<file path="src/logic/ibr_pkg.sv">
// Shared constants for the bridge latency, APIC and DMA configuration slice.
package ibr_pkg;
  // Configuration byte offsets of each register.
  localparam logic [7:0] OFF_MISC     = 8'h6A;
  localparam logic [7:0] OFF_MBCTL0   = 8'h76;
  localparam logic [7:0] OFF_MBCTL1   = 8'h77;
  localparam logic [7:0] OFF_APIC     = 8'h80;
  localparam logic [7:0] OFF_LAT      = 8'h82;
  localparam logic [7:0] OFF_DTYPE    = 8'h90;
  localparam logic [7:0] OFF_DBASE_LO = 8'h92;
  localparam logic [7:0] OFF_DBASE_HI = 8'h94;

  // Reset values.
  localparam logic [7:0]  RST_MBCTL = 8'h04;
  localparam logic [7:0]  RST_APIC  = 8'h00;
  localparam logic [7:0]  RST_LAT   = 8'h00;
  localparam logic [15:0] RST_W16   = 16'h0000;

  // Writable bits; every other bit is reserved and reads as zero, except the sticky error bit 15 of MISC.
  localparam logic [7:0]  WM_MBCTL = 8'h87;
  localparam logic [7:0]  WM_APIC  = 8'h7F;
  localparam logic [7:0]  WM_LAT   = 8'h0F;
  localparam logic [15:0] WM_DTYPE = 16'hFCFF;
  localparam logic [15:0] WM_DBASE = 16'hFFC0;
  localparam logic [15:0] WM_MISC  = 16'h0080;

  // Field positions.
  localparam int MB_EN_BIT     = 7;
  localparam int APIC_MASK_BIT = 6;
  localparam int LAT_DT_BIT    = 0;
  localparam int LAT_PR_BIT    = 1;
  localparam int LAT_USB_BIT   = 2;
  localparam int LAT_SERR_BIT  = 3;
  localparam int MISC_ERR_BIT  = 15;

  // Motherboard DMA routing codes.
  localparam logic [2:0] ROUTE_OFF = 3'h4;

  // Per-channel DMA protocol.
  localparam logic [1:0] DT_ISA  = 2'h0;
  localparam logic [1:0] DT_SIDE = 2'h1;
  localparam logic [1:0] DT_DIST = 2'h2;

  // APIC window base and distributed DMA cascade channel.
  localparam logic [15:0] APIC_HI   = 16'hFEC0;
  localparam logic [2:0]  CASCADE   = 3'h4;

  // Latency limits in PCI clocks and discard timeout.
  localparam logic [4:0] TGT_LAT_CLKS = 5'h10;
  localparam logic [3:0] MST_LAT_CLKS = 4'h8;
  localparam int         DISCARD_CLKS = 32768;
endpackage

</file>
<file path="src/logic/ibr_route_dec.sv">
// Decoder from one motherboard DMA control byte to a channel enable vector.
`timescale 1ns/1ps
module ibr_route_dec (
  input  wire logic [7:0] ctrl_i,   // Control register contents.
  output logic      [7:0] ch_en_o   // One-hot fast channel enable.
);
  // Only channels 0, 1, 2, 5 and 6 are routable; other codes enable nothing.
  always_comb
  begin
    ch_en_o = 8'h00;
    if (ctrl_i[ibr_pkg::MB_EN_BIT])                          // RULE_01
    begin
      case (ctrl_i[2:0])                                     // RULE_02
        3'h0, 3'h1, 3'h2, 3'h5, 3'h6: ch_en_o[ctrl_i[2:0]] = 1'b1;
        default: ch_en_o = 8'h00;
      endcase
    end
  end
endmodule // ibr_route_dec

</file>
<file path="src/logic/ibr_discard_tmr.sv">
// Discard timer for one outstanding delayed transaction.
`timescale 1ns/1ps
module ibr_discard_tmr #(
  parameter int LIMIT = 32768               // Clocks allowed before discard.
) (
  input  wire logic sys_clk_i,              // PCI clock.
  input  wire logic rstn_i,                 // Async reset, active low.
  input  wire logic arm_i,                  // Transaction queued as delayed.
  input  wire logic clr_i,                  // Master retried or cancelled.
  output logic      busy_o,                 // Timer is running.
  output logic      expire_o                // One-cycle expiry pulse.
);
  localparam int W = $clog2(LIMIT + 1) + 1;
  logic [W-1:0] cnt_r, cnt_nxt;
  logic         run_r, run_nxt, exp_nxt;

  // Expiry fires once the count passes the limit, not on reaching it.
  always_comb
  begin
    cnt_nxt = cnt_r;
    run_nxt = run_r;
    exp_nxt = 1'b0;
    if (clr_i)
    begin
      run_nxt = 1'b0;
      cnt_nxt = '0;
    end
    else if (arm_i)
    begin
      run_nxt = 1'b1;
      cnt_nxt = '0;
    end
    else if (run_r)
    begin
      cnt_nxt = cnt_r + 1'b1;
      if (cnt_r == W'(LIMIT))                                 // RULE_07
      begin
        exp_nxt = 1'b1;
        run_nxt = 1'b0;
      end
    end
  end

  // State registers.
  always_ff @(posedge sys_clk_i or negedge rstn_i)
  begin
    if (!rstn_i)
    begin
      cnt_r    <= '0;
      run_r    <= 1'b0;
      expire_o <= 1'b0;
    end
    else
    begin
      cnt_r    <= cnt_nxt;
      run_r    <= run_nxt;
      expire_o <= exp_nxt;
    end
  end

  assign busy_o = run_r;
endmodule // ibr_discard_tmr

</file>
<file path="src/logic/ibr_cfg_slice.sv">
// Bridge configuration slice: fast DMA, APIC select, latency, DMA protocol.
`timescale 1ns/1ps
// Overview of operation
// RULE_01: Control byte top bit enables fast type F timing for its routed channel.
// RULE_02: Routing codes 0,1,2,5,6 pick that channel; code 4 means disabled.
// RULE_03: APIC register bits 5:2 match address bits 15:12.
// RULE_04: APIC register bits 1:0 match address bits 11:10, 1 KB steps.
// RULE_05: Mask bit 6 ignores address bit 12, selecting two ranges.
// RULE_06: Latency bit 0 turns on delayed transactions as target.
// RULE_07: Discard timer expires after more than 32768 clocks without retry.
// RULE_08: Latency bit 3 lets discard expiry raise system error.
// RULE_09: Latency bit 1 enables passive release on the hold request line.
// RULE_10: Latency bit 2 extends passive release to USB accesses.
// RULE_11: ISA masters honour ready wait; no guaranteed access with release.
// RULE_12: Target answers within 16 clocks; master ready within 8.
// RULE_13: Type field 0 ISA, 1 sideband, 2 distributed, 3 reserved.
// RULE_14: Type fields for channels 0-3 low byte, 5-7 upper, 9:8 reserved.
// RULE_15: Distributed channels ignore ISA and sideband requests.
// RULE_16: Base pointers hold address bits 15:6, low bits read zero.
// RULE_17: Each base opens 64 bytes, 16 per channel.
// RULE_18: Cascade channel 4 is never reachable through the window.
// RULE_19: System error from discard expiry sets sticky bit 15, write one clears.
// RULE_20: Reserved bits read zero, ignore writes; all registers reset.
module ibr_cfg_slice #(
  parameter int DISCARD_CLKS = ibr_pkg::DISCARD_CLKS // Discard timeout.
) (
  input  wire logic        sys_clk_i,           // PCI clock.
  input  wire logic        rstn_i,              // Bridge reset, active low.
  input  wire logic        cfg_wr_i,            // Config write strobe.
  input  wire logic        cfg_rd_i,            // Config read strobe.
  input  wire logic [7:0]  cfg_addr_i,          // Config byte address.
  input  wire logic [3:0]  cfg_be_i,            // Config byte enables.
  input  wire logic [31:0] cfg_wdata_i,         // Config write data.
  output logic      [31:0] cfg_rdata_o,         // Config read data.
  output logic             cfg_rvalid_o,        // Read data valid pulse.
  input  wire logic        mem_cycle_i,         // PCI memory address phase.
  input  wire logic [31:0] pci_addr_i,          // PCI address.
  output logic             ioapic_chip_select_n_o, // APIC select, low.
  input  wire logic        io_cycle_i,          // PCI I/O address phase.
  output logic             ddma_hit_o,          // Distributed window hit.
  output logic      [2:0]  ddma_chan_o,         // Channel of the hit.
  input  wire logic [7:0]  isa_dreq_i,          // ISA DMA requests.
  input  wire logic [7:0]  side_req_i,          // Sideband DMA requests.
  output logic      [7:0]  isa_dreq_gated_o,    // Requests kept.
  output logic      [7:0]  side_req_gated_o,    // Requests kept.
  output logic      [7:0]  fast_dma_en_o,       // Fast type F per channel.
  output logic      [15:0] dma_type_o,          // Protocol per channel.
  input  wire logic        tgt_frame_i,         // Frame start, targets us.
  input  wire logic        tgt_data_ok_i,       // Target data available.
  output logic             tgt_trdy_o,          // Target ready pulse.
  output logic             tgt_stop_o,          // Target retry pulse.
  output logic             delayed_en_o,        // Delayed mode active.
  input  wire logic        mst_phase_i,         // Master data phase.
  input  wire logic        mst_data_ok_i,       // Master data available.
  output logic             mst_irdy_o,          // Initiator ready.
  input  wire logic        hold_req_i,          // Bridge wants the bus.
  input  wire logic        usb_access_i,        // Access carries USB data.
  output logic             bridge_hold_request_n_o, // Hold line, low.
  output logic             passive_release_o,   // Passive release coded.
  output logic             serr_n_o             // System error, low.
);
  typedef enum logic [2:0] {
    T_IDLE  = 3'b001,
    T_WAIT  = 3'b010,
    T_PEND  = 3'b100
  } ibr_tgt_t;

  // Register file.
  logic [7:0]  mb0_r, mb0_nxt, mb1_r, mb1_nxt, apic_r, apic_nxt;
  logic [7:0]  lat_r, lat_nxt;
  logic [15:0] dtype_r, dtype_nxt, blo_r, blo_nxt, bhi_r, bhi_nxt;
  logic [15:0] misc_r, misc_nxt;
  logic [31:0] rd_nxt;
  logic        tmr_busy, tmr_exp;

  // True when a config write covers the byte at off.
  function automatic logic lane_hit(input logic [7:0] a, input logic [3:0] be,
                                    input logic [7:0] off);
    return cfg_wr_i && (a[7:2] == off[7:2]) && be[off[1:0]];
  endfunction

  // Byte of the write data that belongs to off.
  function automatic logic [7:0] wbyte(input logic [31:0] d,
                                       input logic [7:0] off);
    return d[{off[1:0], 3'b000} +: 8];
  endfunction

  // Two-bit protocol field of one channel.
  function automatic logic [1:0] ch_type(input logic [15:0] t,
                                         input int ch);
    return t[2*ch +: 2];
  endfunction

  // Register writes; reserved bits are masked away on the way in.
  always_comb
  begin
    mb0_nxt   = mb0_r;
    mb1_nxt   = mb1_r;
    apic_nxt  = apic_r;
    lat_nxt   = lat_r;
    dtype_nxt = dtype_r;
    blo_nxt   = blo_r;
    bhi_nxt   = bhi_r;
    misc_nxt  = misc_r;
    if (lane_hit(cfg_addr_i, cfg_be_i, ibr_pkg::OFF_MBCTL0))
      mb0_nxt = wbyte(cfg_wdata_i, ibr_pkg::OFF_MBCTL0) & ibr_pkg::WM_MBCTL;
    if (lane_hit(cfg_addr_i, cfg_be_i, ibr_pkg::OFF_MBCTL1))
      mb1_nxt = wbyte(cfg_wdata_i, ibr_pkg::OFF_MBCTL1) & ibr_pkg::WM_MBCTL;
    if (lane_hit(cfg_addr_i, cfg_be_i, ibr_pkg::OFF_APIC))
      apic_nxt = wbyte(cfg_wdata_i, ibr_pkg::OFF_APIC) & ibr_pkg::WM_APIC;
    if (lane_hit(cfg_addr_i, cfg_be_i, ibr_pkg::OFF_LAT))
      lat_nxt = wbyte(cfg_wdata_i, ibr_pkg::OFF_LAT) & ibr_pkg::WM_LAT;
    // Sixteen-bit registers take each byte lane separately.
    for (int b = 0; b < 2; b++)
    begin
      if (lane_hit(cfg_addr_i, cfg_be_i, ibr_pkg::OFF_DTYPE + 8'(b)))
        dtype_nxt[8*b +: 8] = wbyte(cfg_wdata_i, ibr_pkg::OFF_DTYPE + 8'(b))
                              & ibr_pkg::WM_DTYPE[8*b +: 8];       // RULE_14
      if (lane_hit(cfg_addr_i, cfg_be_i, ibr_pkg::OFF_DBASE_LO + 8'(b)))
        blo_nxt[8*b +: 8] = wbyte(cfg_wdata_i, ibr_pkg::OFF_DBASE_LO + 8'(b))
                            & ibr_pkg::WM_DBASE[8*b +: 8];         // RULE_16
      if (lane_hit(cfg_addr_i, cfg_be_i, ibr_pkg::OFF_DBASE_HI + 8'(b)))
        bhi_nxt[8*b +: 8] = wbyte(cfg_wdata_i, ibr_pkg::OFF_DBASE_HI + 8'(b))
                            & ibr_pkg::WM_DBASE[8*b +: 8];         // RULE_16
      if (lane_hit(cfg_addr_i, cfg_be_i, ibr_pkg::OFF_MISC + 8'(b)))
      begin
        misc_nxt[8*b +: 8] = (misc_r[8*b +: 8] & ~ibr_pkg::WM_MISC[8*b +: 8])
          | (wbyte(cfg_wdata_i, ibr_pkg::OFF_MISC + 8'(b))
             & ibr_pkg::WM_MISC[8*b +: 8]);                        // RULE_20
        if (b == 1 && cfg_wdata_i[{ibr_pkg::OFF_MISC[1:0], 3'b000} + 5'd15])
          misc_nxt[ibr_pkg::MISC_ERR_BIT] = 1'b0;                 // RULE_19
      end
    end
    // A new error in the same cycle as the clear must survive.
    if (tmr_exp && lat_r[ibr_pkg::LAT_SERR_BIT])
      misc_nxt[ibr_pkg::MISC_ERR_BIT] = 1'b1;                    // RULE_19
  end

  // Read mux; unmapped bytes and reserved bits return zero.
  always_comb
  begin
    rd_nxt = 32'h0000_0000;
    if (cfg_addr_i[7:2] == ibr_pkg::OFF_MISC[7:2])
      rd_nxt[{ibr_pkg::OFF_MISC[1:0], 3'b000} +: 16] = misc_r;
    if (cfg_addr_i[7:2] == ibr_pkg::OFF_MBCTL0[7:2])
    begin
      rd_nxt[{ibr_pkg::OFF_MBCTL0[1:0], 3'b000} +: 8] = mb0_r;
      rd_nxt[{ibr_pkg::OFF_MBCTL1[1:0], 3'b000} +: 8] = mb1_r;
    end
    if (cfg_addr_i[7:2] == ibr_pkg::OFF_APIC[7:2])
    begin
      rd_nxt[{ibr_pkg::OFF_APIC[1:0], 3'b000} +: 8] = apic_r;
      rd_nxt[{ibr_pkg::OFF_LAT[1:0], 3'b000} +: 8]  = lat_r;
    end
    if (cfg_addr_i[7:2] == ibr_pkg::OFF_DTYPE[7:2])
    begin
      rd_nxt[{ibr_pkg::OFF_DTYPE[1:0], 3'b000} +: 16]    = dtype_r;
      rd_nxt[{ibr_pkg::OFF_DBASE_LO[1:0], 3'b000} +: 16] = blo_r;
    end
    if (cfg_addr_i[7:2] == ibr_pkg::OFF_DBASE_HI[7:2])
      rd_nxt[{ibr_pkg::OFF_DBASE_HI[1:0], 3'b000} +: 16] = bhi_r;
  end

  // Register bank and read port; everything returns to default on reset.
  always_ff @(posedge sys_clk_i or negedge rstn_i)
  begin
    if (!rstn_i)
    begin
      mb0_r        <= ibr_pkg::RST_MBCTL;                          // RULE_20
      mb1_r        <= ibr_pkg::RST_MBCTL;
      apic_r       <= ibr_pkg::RST_APIC;
      lat_r        <= ibr_pkg::RST_LAT;
      dtype_r      <= ibr_pkg::RST_W16;                            // RULE_13
      blo_r        <= ibr_pkg::RST_W16;
      bhi_r        <= ibr_pkg::RST_W16;
      misc_r       <= ibr_pkg::RST_W16;
      cfg_rdata_o  <= 32'h0000_0000;
      cfg_rvalid_o <= 1'b0;
    end
    else
    begin
      mb0_r        <= mb0_nxt;
      mb1_r        <= mb1_nxt;
      apic_r       <= apic_nxt;
      lat_r        <= lat_nxt;
      dtype_r      <= dtype_nxt;
      blo_r        <= blo_nxt;
      bhi_r        <= bhi_nxt;
      misc_r       <= misc_nxt;
      cfg_rdata_o  <= cfg_rd_i ? rd_nxt : 32'h0000_0000;
      cfg_rvalid_o <= cfg_rd_i;
    end
  end

  // Fast DMA routing from both control bytes.
  logic [7:0] fast0, fast1;
  ibr_route_dec u_route0 (.ctrl_i(mb0_r), .ch_en_o(fast0));
  ibr_route_dec u_route1 (.ctrl_i(mb1_r), .ch_en_o(fast1));

  // Decode logic for APIC, distributed window and request gating.
  logic       apic_nxt_sel, dd_hit_nxt;
  logic [2:0] dd_ch_nxt;
  logic [7:0] dist_mask;
  always_comb
  begin
    apic_nxt_sel = mem_cycle_i
      && pci_addr_i[31:16] == ibr_pkg::APIC_HI
      && pci_addr_i[15:13] == apic_r[5:3]                          // RULE_03
      && (apic_r[ibr_pkg::APIC_MASK_BIT]
          || pci_addr_i[12] == apic_r[2])                          // RULE_05
      && pci_addr_i[11:10] == apic_r[1:0]                          // RULE_04
      && pci_addr_i[9:5] == 5'h00;
    dist_mask = 8'h00;
    for (int c = 0; c < 8; c++)
      dist_mask[c] = (ch_type(dtype_r, c) == ibr_pkg::DT_DIST);    // RULE_15
    dd_hit_nxt = 1'b0;
    dd_ch_nxt  = 3'h0;
    if (io_cycle_i && pci_addr_i[15:6] == blo_r[15:6])             // RULE_17
    begin
      dd_hit_nxt = 1'b1;
      dd_ch_nxt  = {1'b0, pci_addr_i[5:4]};
    end
    else if (io_cycle_i && pci_addr_i[15:6] == bhi_r[15:6]
             && pci_addr_i[5:4] != 2'h0)                           // RULE_18
    begin
      dd_hit_nxt = 1'b1;
      dd_ch_nxt  = {1'b1, pci_addr_i[5:4]};
    end
  end

  // Target latency machine: answer or force a retry inside the deadline.
  ibr_tgt_t   tst_r, tst_nxt;
  logic [4:0] tcnt_r, tcnt_nxt;
  logic       trdy_nxt, stop_nxt, arm, retried;
  always_comb
  begin
    tst_nxt  = tst_r;
    tcnt_nxt = tcnt_r;
    trdy_nxt = 1'b0;
    stop_nxt = 1'b0;
    arm      = 1'b0;
    retried  = 1'b0;
    case (tst_r)
      T_IDLE:
      begin
        if (tgt_frame_i)
        begin
          tst_nxt  = T_WAIT;
          tcnt_nxt = 5'h01;
        end
      end
      T_WAIT:
      begin
        tcnt_nxt = tcnt_r + 5'h01;
        if (tgt_data_ok_i)
        begin
          trdy_nxt = 1'b1;
          tst_nxt  = T_IDLE;
        end
        else if (tcnt_r == ibr_pkg::TGT_LAT_CLKS - 5'h02)          // RULE_12
        begin
          stop_nxt = 1'b1;
          arm      = lat_r[ibr_pkg::LAT_DT_BIT];                   // RULE_06
          tst_nxt  = arm ? T_PEND : T_IDLE;
        end
      end
      T_PEND:
      begin
        // A retry ends the wait; a discard drops the queued request.
        if (tgt_frame_i)
        begin
          retried  = 1'b1;
          tst_nxt  = T_WAIT;
          tcnt_nxt = 5'h01;
        end
        else if (tmr_exp)
          tst_nxt = T_IDLE;
      end
      default: tst_nxt = T_IDLE;
    endcase
  end

  ibr_discard_tmr #(.LIMIT(DISCARD_CLKS)) u_discard (
    .sys_clk_i (sys_clk_i),
    .rstn_i    (rstn_i),
    .arm_i     (arm),
    .clr_i     (retried),
    .busy_o    (tmr_busy),
    .expire_o  (tmr_exp)
  );

  // Master latency: ready is never held back past the data phase limit.
  logic [3:0] mcnt_r, mcnt_nxt;
  logic       mirdy_nxt;
  always_comb
  begin
    mcnt_nxt  = mst_phase_i ? mcnt_r + 4'h1 : 4'h0;
    mirdy_nxt = mst_phase_i && (mst_data_ok_i
                || mcnt_r >= ibr_pkg::MST_LAT_CLKS - 4'h2);        // RULE_12
    if (mirdy_nxt)
      mcnt_nxt = 4'h0;
  end

  // Outputs and control state.
  always_ff @(posedge sys_clk_i or negedge rstn_i)
  begin
    if (!rstn_i)
    begin
      tst_r                   <= T_IDLE;
      tcnt_r                  <= 5'h00;
      mcnt_r                  <= 4'h0;
      tgt_trdy_o              <= 1'b0;
      tgt_stop_o              <= 1'b0;
      mst_irdy_o              <= 1'b0;
      ioapic_chip_select_n_o  <= 1'b1;
      ddma_hit_o              <= 1'b0;
      ddma_chan_o             <= 3'h0;
      isa_dreq_gated_o        <= 8'h00;
      side_req_gated_o        <= 8'h00;
      fast_dma_en_o           <= 8'h00;
      dma_type_o              <= 16'h0000;
      delayed_en_o            <= 1'b0;
      bridge_hold_request_n_o <= 1'b1;
      passive_release_o       <= 1'b0;
      serr_n_o                <= 1'b1;
    end
    else
    begin
      tst_r                   <= tst_nxt;
      tcnt_r                  <= tcnt_nxt;
      mcnt_r                  <= mcnt_nxt;
      tgt_trdy_o              <= trdy_nxt;
      tgt_stop_o              <= stop_nxt;
      mst_irdy_o              <= mirdy_nxt;
      ioapic_chip_select_n_o  <= ~apic_nxt_sel;
      ddma_hit_o              <= dd_hit_nxt;
      ddma_chan_o             <= dd_ch_nxt;
      isa_dreq_gated_o        <= isa_dreq_i & ~dist_mask;          // RULE_15
      side_req_gated_o        <= side_req_i & ~dist_mask;
      fast_dma_en_o           <= fast0 | fast1;                    // RULE_01
      dma_type_o              <= dtype_r;                          // RULE_13
      delayed_en_o            <= lat_r[ibr_pkg::LAT_DT_BIT];
      bridge_hold_request_n_o <= ~hold_req_i;
      // ISA masters are trusted to wait on ready while release is on.
      passive_release_o       <= lat_r[ibr_pkg::LAT_PR_BIT] && hold_req_i
        && (!usb_access_i || lat_r[ibr_pkg::LAT_USB_BIT]);  // RULE_09 RULE_10 RULE_11
      serr_n_o <= ~(tmr_exp && lat_r[ibr_pkg::LAT_SERR_BIT]);      // RULE_08
    end
  end
endmodule // ibr_cfg_slice

</file>
<file path="config.mk">
export PLATFORM = sky130hd
export DESIGN_NAME = ibr_cfg_slice
export DESIGN_NICKNAME = d
export VERILOG_FILES = /design/src/logic/ibr_pkg.sv /design/src/logic/ibr_route_dec.sv /design/src/logic/ibr_discard_tmr.sv /design/src/logic/ibr_cfg_slice.sv
export SDC_FILE = /design/constraint.sdc
export NUM_CORES = 1
export LEC_CHECK = 0
export BUFFER_PORTS_ARGS = -buffer_cell sky130_fd_sc_hd__buf_4
export CAP_MARGIN = 10
export CORE_ASPECT_RATIO = 0.9
export CORE_MARGIN = 2
export CORE_UTILIZATION = 50
export CTS_BUF_LIST = sky130_fd_sc_hd__clkbuf_16
export CTS_CLUSTER_DIAMETER = 40
export DETAILED_ROUTE_END_ITERATION = 8
export PLACE_DENSITY = 0.77
export SLEW_MARGIN = 30
export SYNTH_ARGS = -nofsm -noshare
export SYNTH_HDL_FRONTEND = slang
export SYNTH_SLANG_ARGS = --single-unit
</file>
<file path="constraint.sdc">
create_clock -name sys_clk_i -period 2.5 [get_ports sys_clk_i]
set_clock_uncertainty 0.2 [all_clocks]
set_input_delay 0.5 -clock sys_clk_i [delete_from_list [all_inputs] [get_ports sys_clk_i]]
set_output_delay 0.5 -clock sys_clk_i [all_outputs]
set_load 0.1 [all_outputs]
</file>
==> impl_table.tex <==
\begin{tabular}{lr}
\hline
Metric & Value \\
\hline
\multicolumn{2}{l}{\textbf{CTS}} \\
H-Tree Level Count & 4 \\
TritonCTS Buffers & 17 \\
Clock tree from TritonCTS & yes \\
Worst-path clk slew & 0.07 ns \\
Later-pin clock latency in the skew report & 0.42 ns \\
Number of buffers inserted for hold repair after clock tree synthesis & 4 \\
Clock root cell & sky130\_fd\_sc\_hd\_\_clkbuf\_16 \\
Post-cts gate resize count & 0 \\
Buffer count from post-CTS setup fixing & 0 \\
Clock Path Buffers & 2 \\
\# clock sinks & 168 \\
\multicolumn{2}{l}{\textbf{Synthesis}} \\
Syn Area/Cell & 12.7 sq um \\
Largest family of logic cells by synthesized area & simple AND/OR/NAND/NOR gates \\
Fraction of the mapped netlist area in compound gates & 5.82\% \\
Flop and latch count out of synthesis & 168 \\
Proportion of synthesized area in mux cells & 9.25\% \\
Main synth FF type & sky130\_fd\_sc\_hd\_\_dfrtp\_1 \\
Cell area after technology mapping & 7000 sq um \\
Number of flops mapped to enable cells by yosys & 0 \\
Post-synthesis sequential area ratio & 60.1\% \\
Synth Warn \# & 0 \\
Simple-Gate Fraction of Synth Area & 15.9\% \\
Synth Area in XOR/XNOR & 5.25\% \\
Async S/R FF share, synth & 100\% \\
Post-synthesis share of cell area spent on full adders, half adders and majority gates & 1.07\% \\
Post-synthesis cell type count & 56 \\
Post-Syn Instances & 550 \\
\multicolumn{2}{l}{\textbf{Timing}} \\
Max-slew violations & 0 \\
Setup Total Neg Slack & 0 ns \\
Setup slack of the critical path after layout & 0.477 ns \\
Max Freq & 494 MHz \\
Worst max-slew margin expressed relative to the limit & 50.0\% \\
Post-route fraction of the period consumed by the critical path & 80.9\% \\
Worst slack on hold paths & 0.0495 ns \\
RSZ-0062 raised after global routing & false \\
Min Clock Period, post-route & 2.02 ns \\
Actual slew at the worst max-slew pin & 0.750 ns \\
Number of hold violations in the final report & 0 \\
Total setup violations reported at the end of the flow & 0 \\
\multicolumn{2}{l}{\textbf{GRT}} \\
Via count of the first global-routing pass & 4,980 \\
Congestion Overflow GR & 0 \\
Pin count of the biggest net entering global routing & 69 \\
Initial antenna violation count & 0 \\
First-pass GRT wire length & 26.0 mm \\
Overall fraction of global-route tracks in use & 23.0\% \\
\multicolumn{2}{l}{\textbf{Floorplan}} \\
Initial Utilization & 50.6\% \\
Die Height & 116 um \\
FP Rows & 41 \\
Die outline width & 129 um \\
Die outline area & 15,000 sq um \\
Area of the core & 13,900 sq um \\
I/O Pins & 189 \\
\multicolumn{2}{l}{\textbf{Detailed routing}} \\
Detailed-router iteration count before antenna repair & 6 \\
Total via count after detailed routing & 5,017 \\
Routed Wire Length & 16.6 mm \\
1st-iter DRT viols & 268 \\
Final antenna-violating net count & 0 \\
Post-detailed-route via-to-cell ratio & 5.38 \\
Remaining DRCs & 0 \\
Average wire per standard cell & 17.8 um \\
\multicolumn{2}{l}{\textbf{Setup path}} \\
Highest net fanout along the worst path & 18 \\
Critical Path Sink Type & flip-flop \\
Reg-to-reg critical path startpoint & tst\_r[2] \\
Startpoint-to-endpoint class of the critical path & flip-flop to flip-flop \\
Critical Path Source & tst\_r[2] \\
Data required time at the worst endpoint & 2.57 ns \\
Crit path DAT & 2.10 ns \\
Critical path launch point type & flip-flop \\
\multicolumn{2}{l}{\textbf{Cells and area}} \\
Synth-to-Final Area Change & 31.8\% \\
Fillcell total & 1,056 \\
Number of diodes & 0 \\
Area of all placed cells without fillers & 9230 sq um \\
Utilization after layout & 66.6\% \\
Share of cells above drive strength 1 & 38.2\% \\
Nets & 858 \\
\multicolumn{2}{l}{\textbf{Power}} \\
Power Dens Cells & 739 nW/um\^{}2 \\
Max IR drop VDD & 635 uV \\
Leak pwr & 4.51 nW \\
\multicolumn{2}{l}{\textbf{Placed design}} \\
HPWL after DPL & 12.3 mm \\
Routability cong. & 0.828 \\
Worst slack, placed & 0.216 ns \\
Placed standard-cell area & 8560 sq um \\
Port buffer count & 178 \\
\multicolumn{2}{l}{\textbf{Hold path}} \\
Hold/Removal Path Class & input pin to flip-flop \\
Min-delay src & tgt\_data\_ok\_i \\
\multicolumn{2}{l}{\textbf{Outcome}} \\
Outcome & finished, final reports clean \\
\multicolumn{2}{l}{\textbf{Run}} \\
Max-capacitance violation count & 0 \\
\hline
\end{tabular}
[synth_stat cells, types with 2 or more instances]
library cell / n / share of area (%)
sky130_fd_sc_hd__and3_1: 15 / 1.3
sky130_fd_sc_hd__dfstp_2: 6 / 2.3
sky130_fd_sc_hd__mux2_2: 46 / 7.4
sky130_fd_sc_hd__a211oi_1: 2 / 0.21
sky130_fd_sc_hd__and4_1: 2 / 0.25
sky130_fd_sc_hd__nor3_1: 4 / 0.29
sky130_fd_sc_hd__mux2_4: 8 / 1.7
sky130_fd_sc_hd__nor2b_1: 13 / 1.2
sky130_fd_sc_hd__nand3_1: 14 / 1.0
sky130_fd_sc_hd__buf_4: 5 / 0.54
sky130_fd_sc_hd__or4_1: 2 / 0.21
sky130_fd_sc_hd__a21oi_1: 13 / 0.93
sky130_fd_sc_hd__and4b_1: 3 / 0.43
sky130_fd_sc_hd__o41ai_1: 3 / 0.38
sky130_fd_sc_hd__and3_4: 2 / 0.32
sky130_fd_sc_hd__buf_2: 2 / 0.14
sky130_fd_sc_hd__dfrtp_1: 162 / 58
sky130_fd_sc_hd__or3_1: 3 / 0.27
sky130_fd_sc_hd__a21boi_0: 4 / 0.43
sky130_fd_sc_hd__nor2_1: 36 / 1.9
sky130_fd_sc_hd__nand2b_1: 13 / 1.2
sky130_fd_sc_hd__xor2_1: 21 / 2.6
sky130_fd_sc_hd__nor4_1: 8 / 0.71
sky130_fd_sc_hd__nand3_2: 3 / 0.43
sky130_fd_sc_hd__nand4_1: 15 / 1.3
sky130_fd_sc_hd__o22ai_1: 4 / 0.36
sky130_fd_sc_hd__nor4b_1: 3 / 0.38
sky130_fd_sc_hd__buf_6: 3 / 0.48
sky130_fd_sc_hd__nor3b_1: 2 / 0.21
sky130_fd_sc_hd__ha_1: 6 / 1.1
sky130_fd_sc_hd__and2_1: 15 / 1.3
sky130_fd_sc_hd__a22oi_1: 20 / 2.1
sky130_fd_sc_hd__nand4b_1: 3 / 0.38
sky130_fd_sc_hd__nand2_1: 17 / 0.91
sky130_fd_sc_hd__nand3b_1: 2 / 0.21
sky130_fd_sc_hd__o21ai_0: 10 / 0.71
sky130_fd_sc_hd__xnor2_1: 21 / 2.6
sky130_fd_sc_hd__nor3b_2: 2 / 0.36
sky130_fd_sc_hd__clkbuf_1: 8 / 0.43
sky130_fd_sc_hd__inv_1: 13 / 0.70
[metal layers]
metal  wire length [um]  track usage (%)  vias to the layer above
met5                  0                0                        -
met2               8100             37.5                      166
li1                   -                -                     2338
met4                442             8.77                        0
met1               7140             29.8                     2480
met3                971             6.05                       33
[sequential cells by signal, summed over array words and instances, names as in the netlist, 5 cells and up]
name	flops
apic_r	7
bhi_r	10
blo_r	10
cfg_rdata_o	31
dma_type_o	14
dtype_r	14
fast_dma_en_o	8
isa_dreq_gated_o	8
side_req_gated_o	8
tcnt_r	5
u_discard.cnt_r	17
[cell families after synthesis]
kind of cell	count (synthesis)
simple gates	184
flops	168
compound gates	62
mux	55
xor+xnor	42
buf+inv	32
fa+ha+maj	6
other cells	1
[layout make-up]
class / instances / area [sq um] / share of cell area (%)
flip-flops and latches: 168 / 4210 / 45.6
well taps: 172 / 215 / 2.33
repair buffers: 192 / 1480 / 16.0
inverters: 13 / 48.8 / 0.529
multi-input cells: 356 / 2640 / 28.6
clock inverters: 15 / 206 / 2.24
clock buffers: 17 / 425 / 4.61
[through the flow]
step | instances | power, W
CTS | 933 | 0.00686
global route | 933 | 0.00706
detailed placement | 897 | 0.00406
floorplan | 556 | 0.00368
global placement | 897 | 0.00403
finish | 933 | 0.00682
[critical path, stage by stage (launching register included)]
cell,delay (ns)
sky130_fd_sc_hd__dfrtp_1,0.48
sky130_fd_sc_hd__nor3b_2,0.45
sky130_fd_sc_hd__nand4b_1,0.26
sky130_fd_sc_hd__o21ai_2,0.36
sky130_fd_sc_hd__nor2_1,0.12
[report_power, final]
group / internal, W / leakage [nW] / switching (W)
registers: 0.00288 / 2.22 / 0.000140
logic: 0.000348 / 1.98 / 0.000654
clock network: 0.00176 / 0.311 / 0.00104
total: 0.00498 / 4.51 / 0.00184
[layout by cell type, fill, tap and decap left out, types with 14 or more instances in the layout]
master / n
sky130_fd_sc_hd__buf_4: 185
sky130_fd_sc_hd__dfrtp_1: 162
sky130_fd_sc_hd__mux2_2: 46
sky130_fd_sc_hd__nor2_1: 36
sky130_fd_sc_hd__xnor2_1: 21
sky130_fd_sc_hd__xor2_1: 21
sky130_fd_sc_hd__a22oi_1: 20
sky130_fd_sc_hd__nand2_1: 17
sky130_fd_sc_hd__clkbuf_16: 17
sky130_fd_sc_hd__nand4_1: 15
sky130_fd_sc_hd__and3_1: 15
sky130_fd_sc_hd__and2_1: 15
sky130_fd_sc_hd__nand3_1: 14
sky130_fd_sc_hd__inv_1: 14
[final timing paths]
path / end / slack (ns) / depth (start not counted)
max in group asynchronous: serr_n_o / 1.03 / 3
min reg2reg: dma_type_o[15] / 0.23 / 0
max: u_discard.cnt_r[10] / 0.48 / 4
min: tgt_stop_o / 0.05 / 2
max reg2reg: u_discard.cnt_r[10] / 0.48 / 4
min in group asynchronous: dtype_r[11] / 0.33 / 2
(Power assumes the default switching activity.)
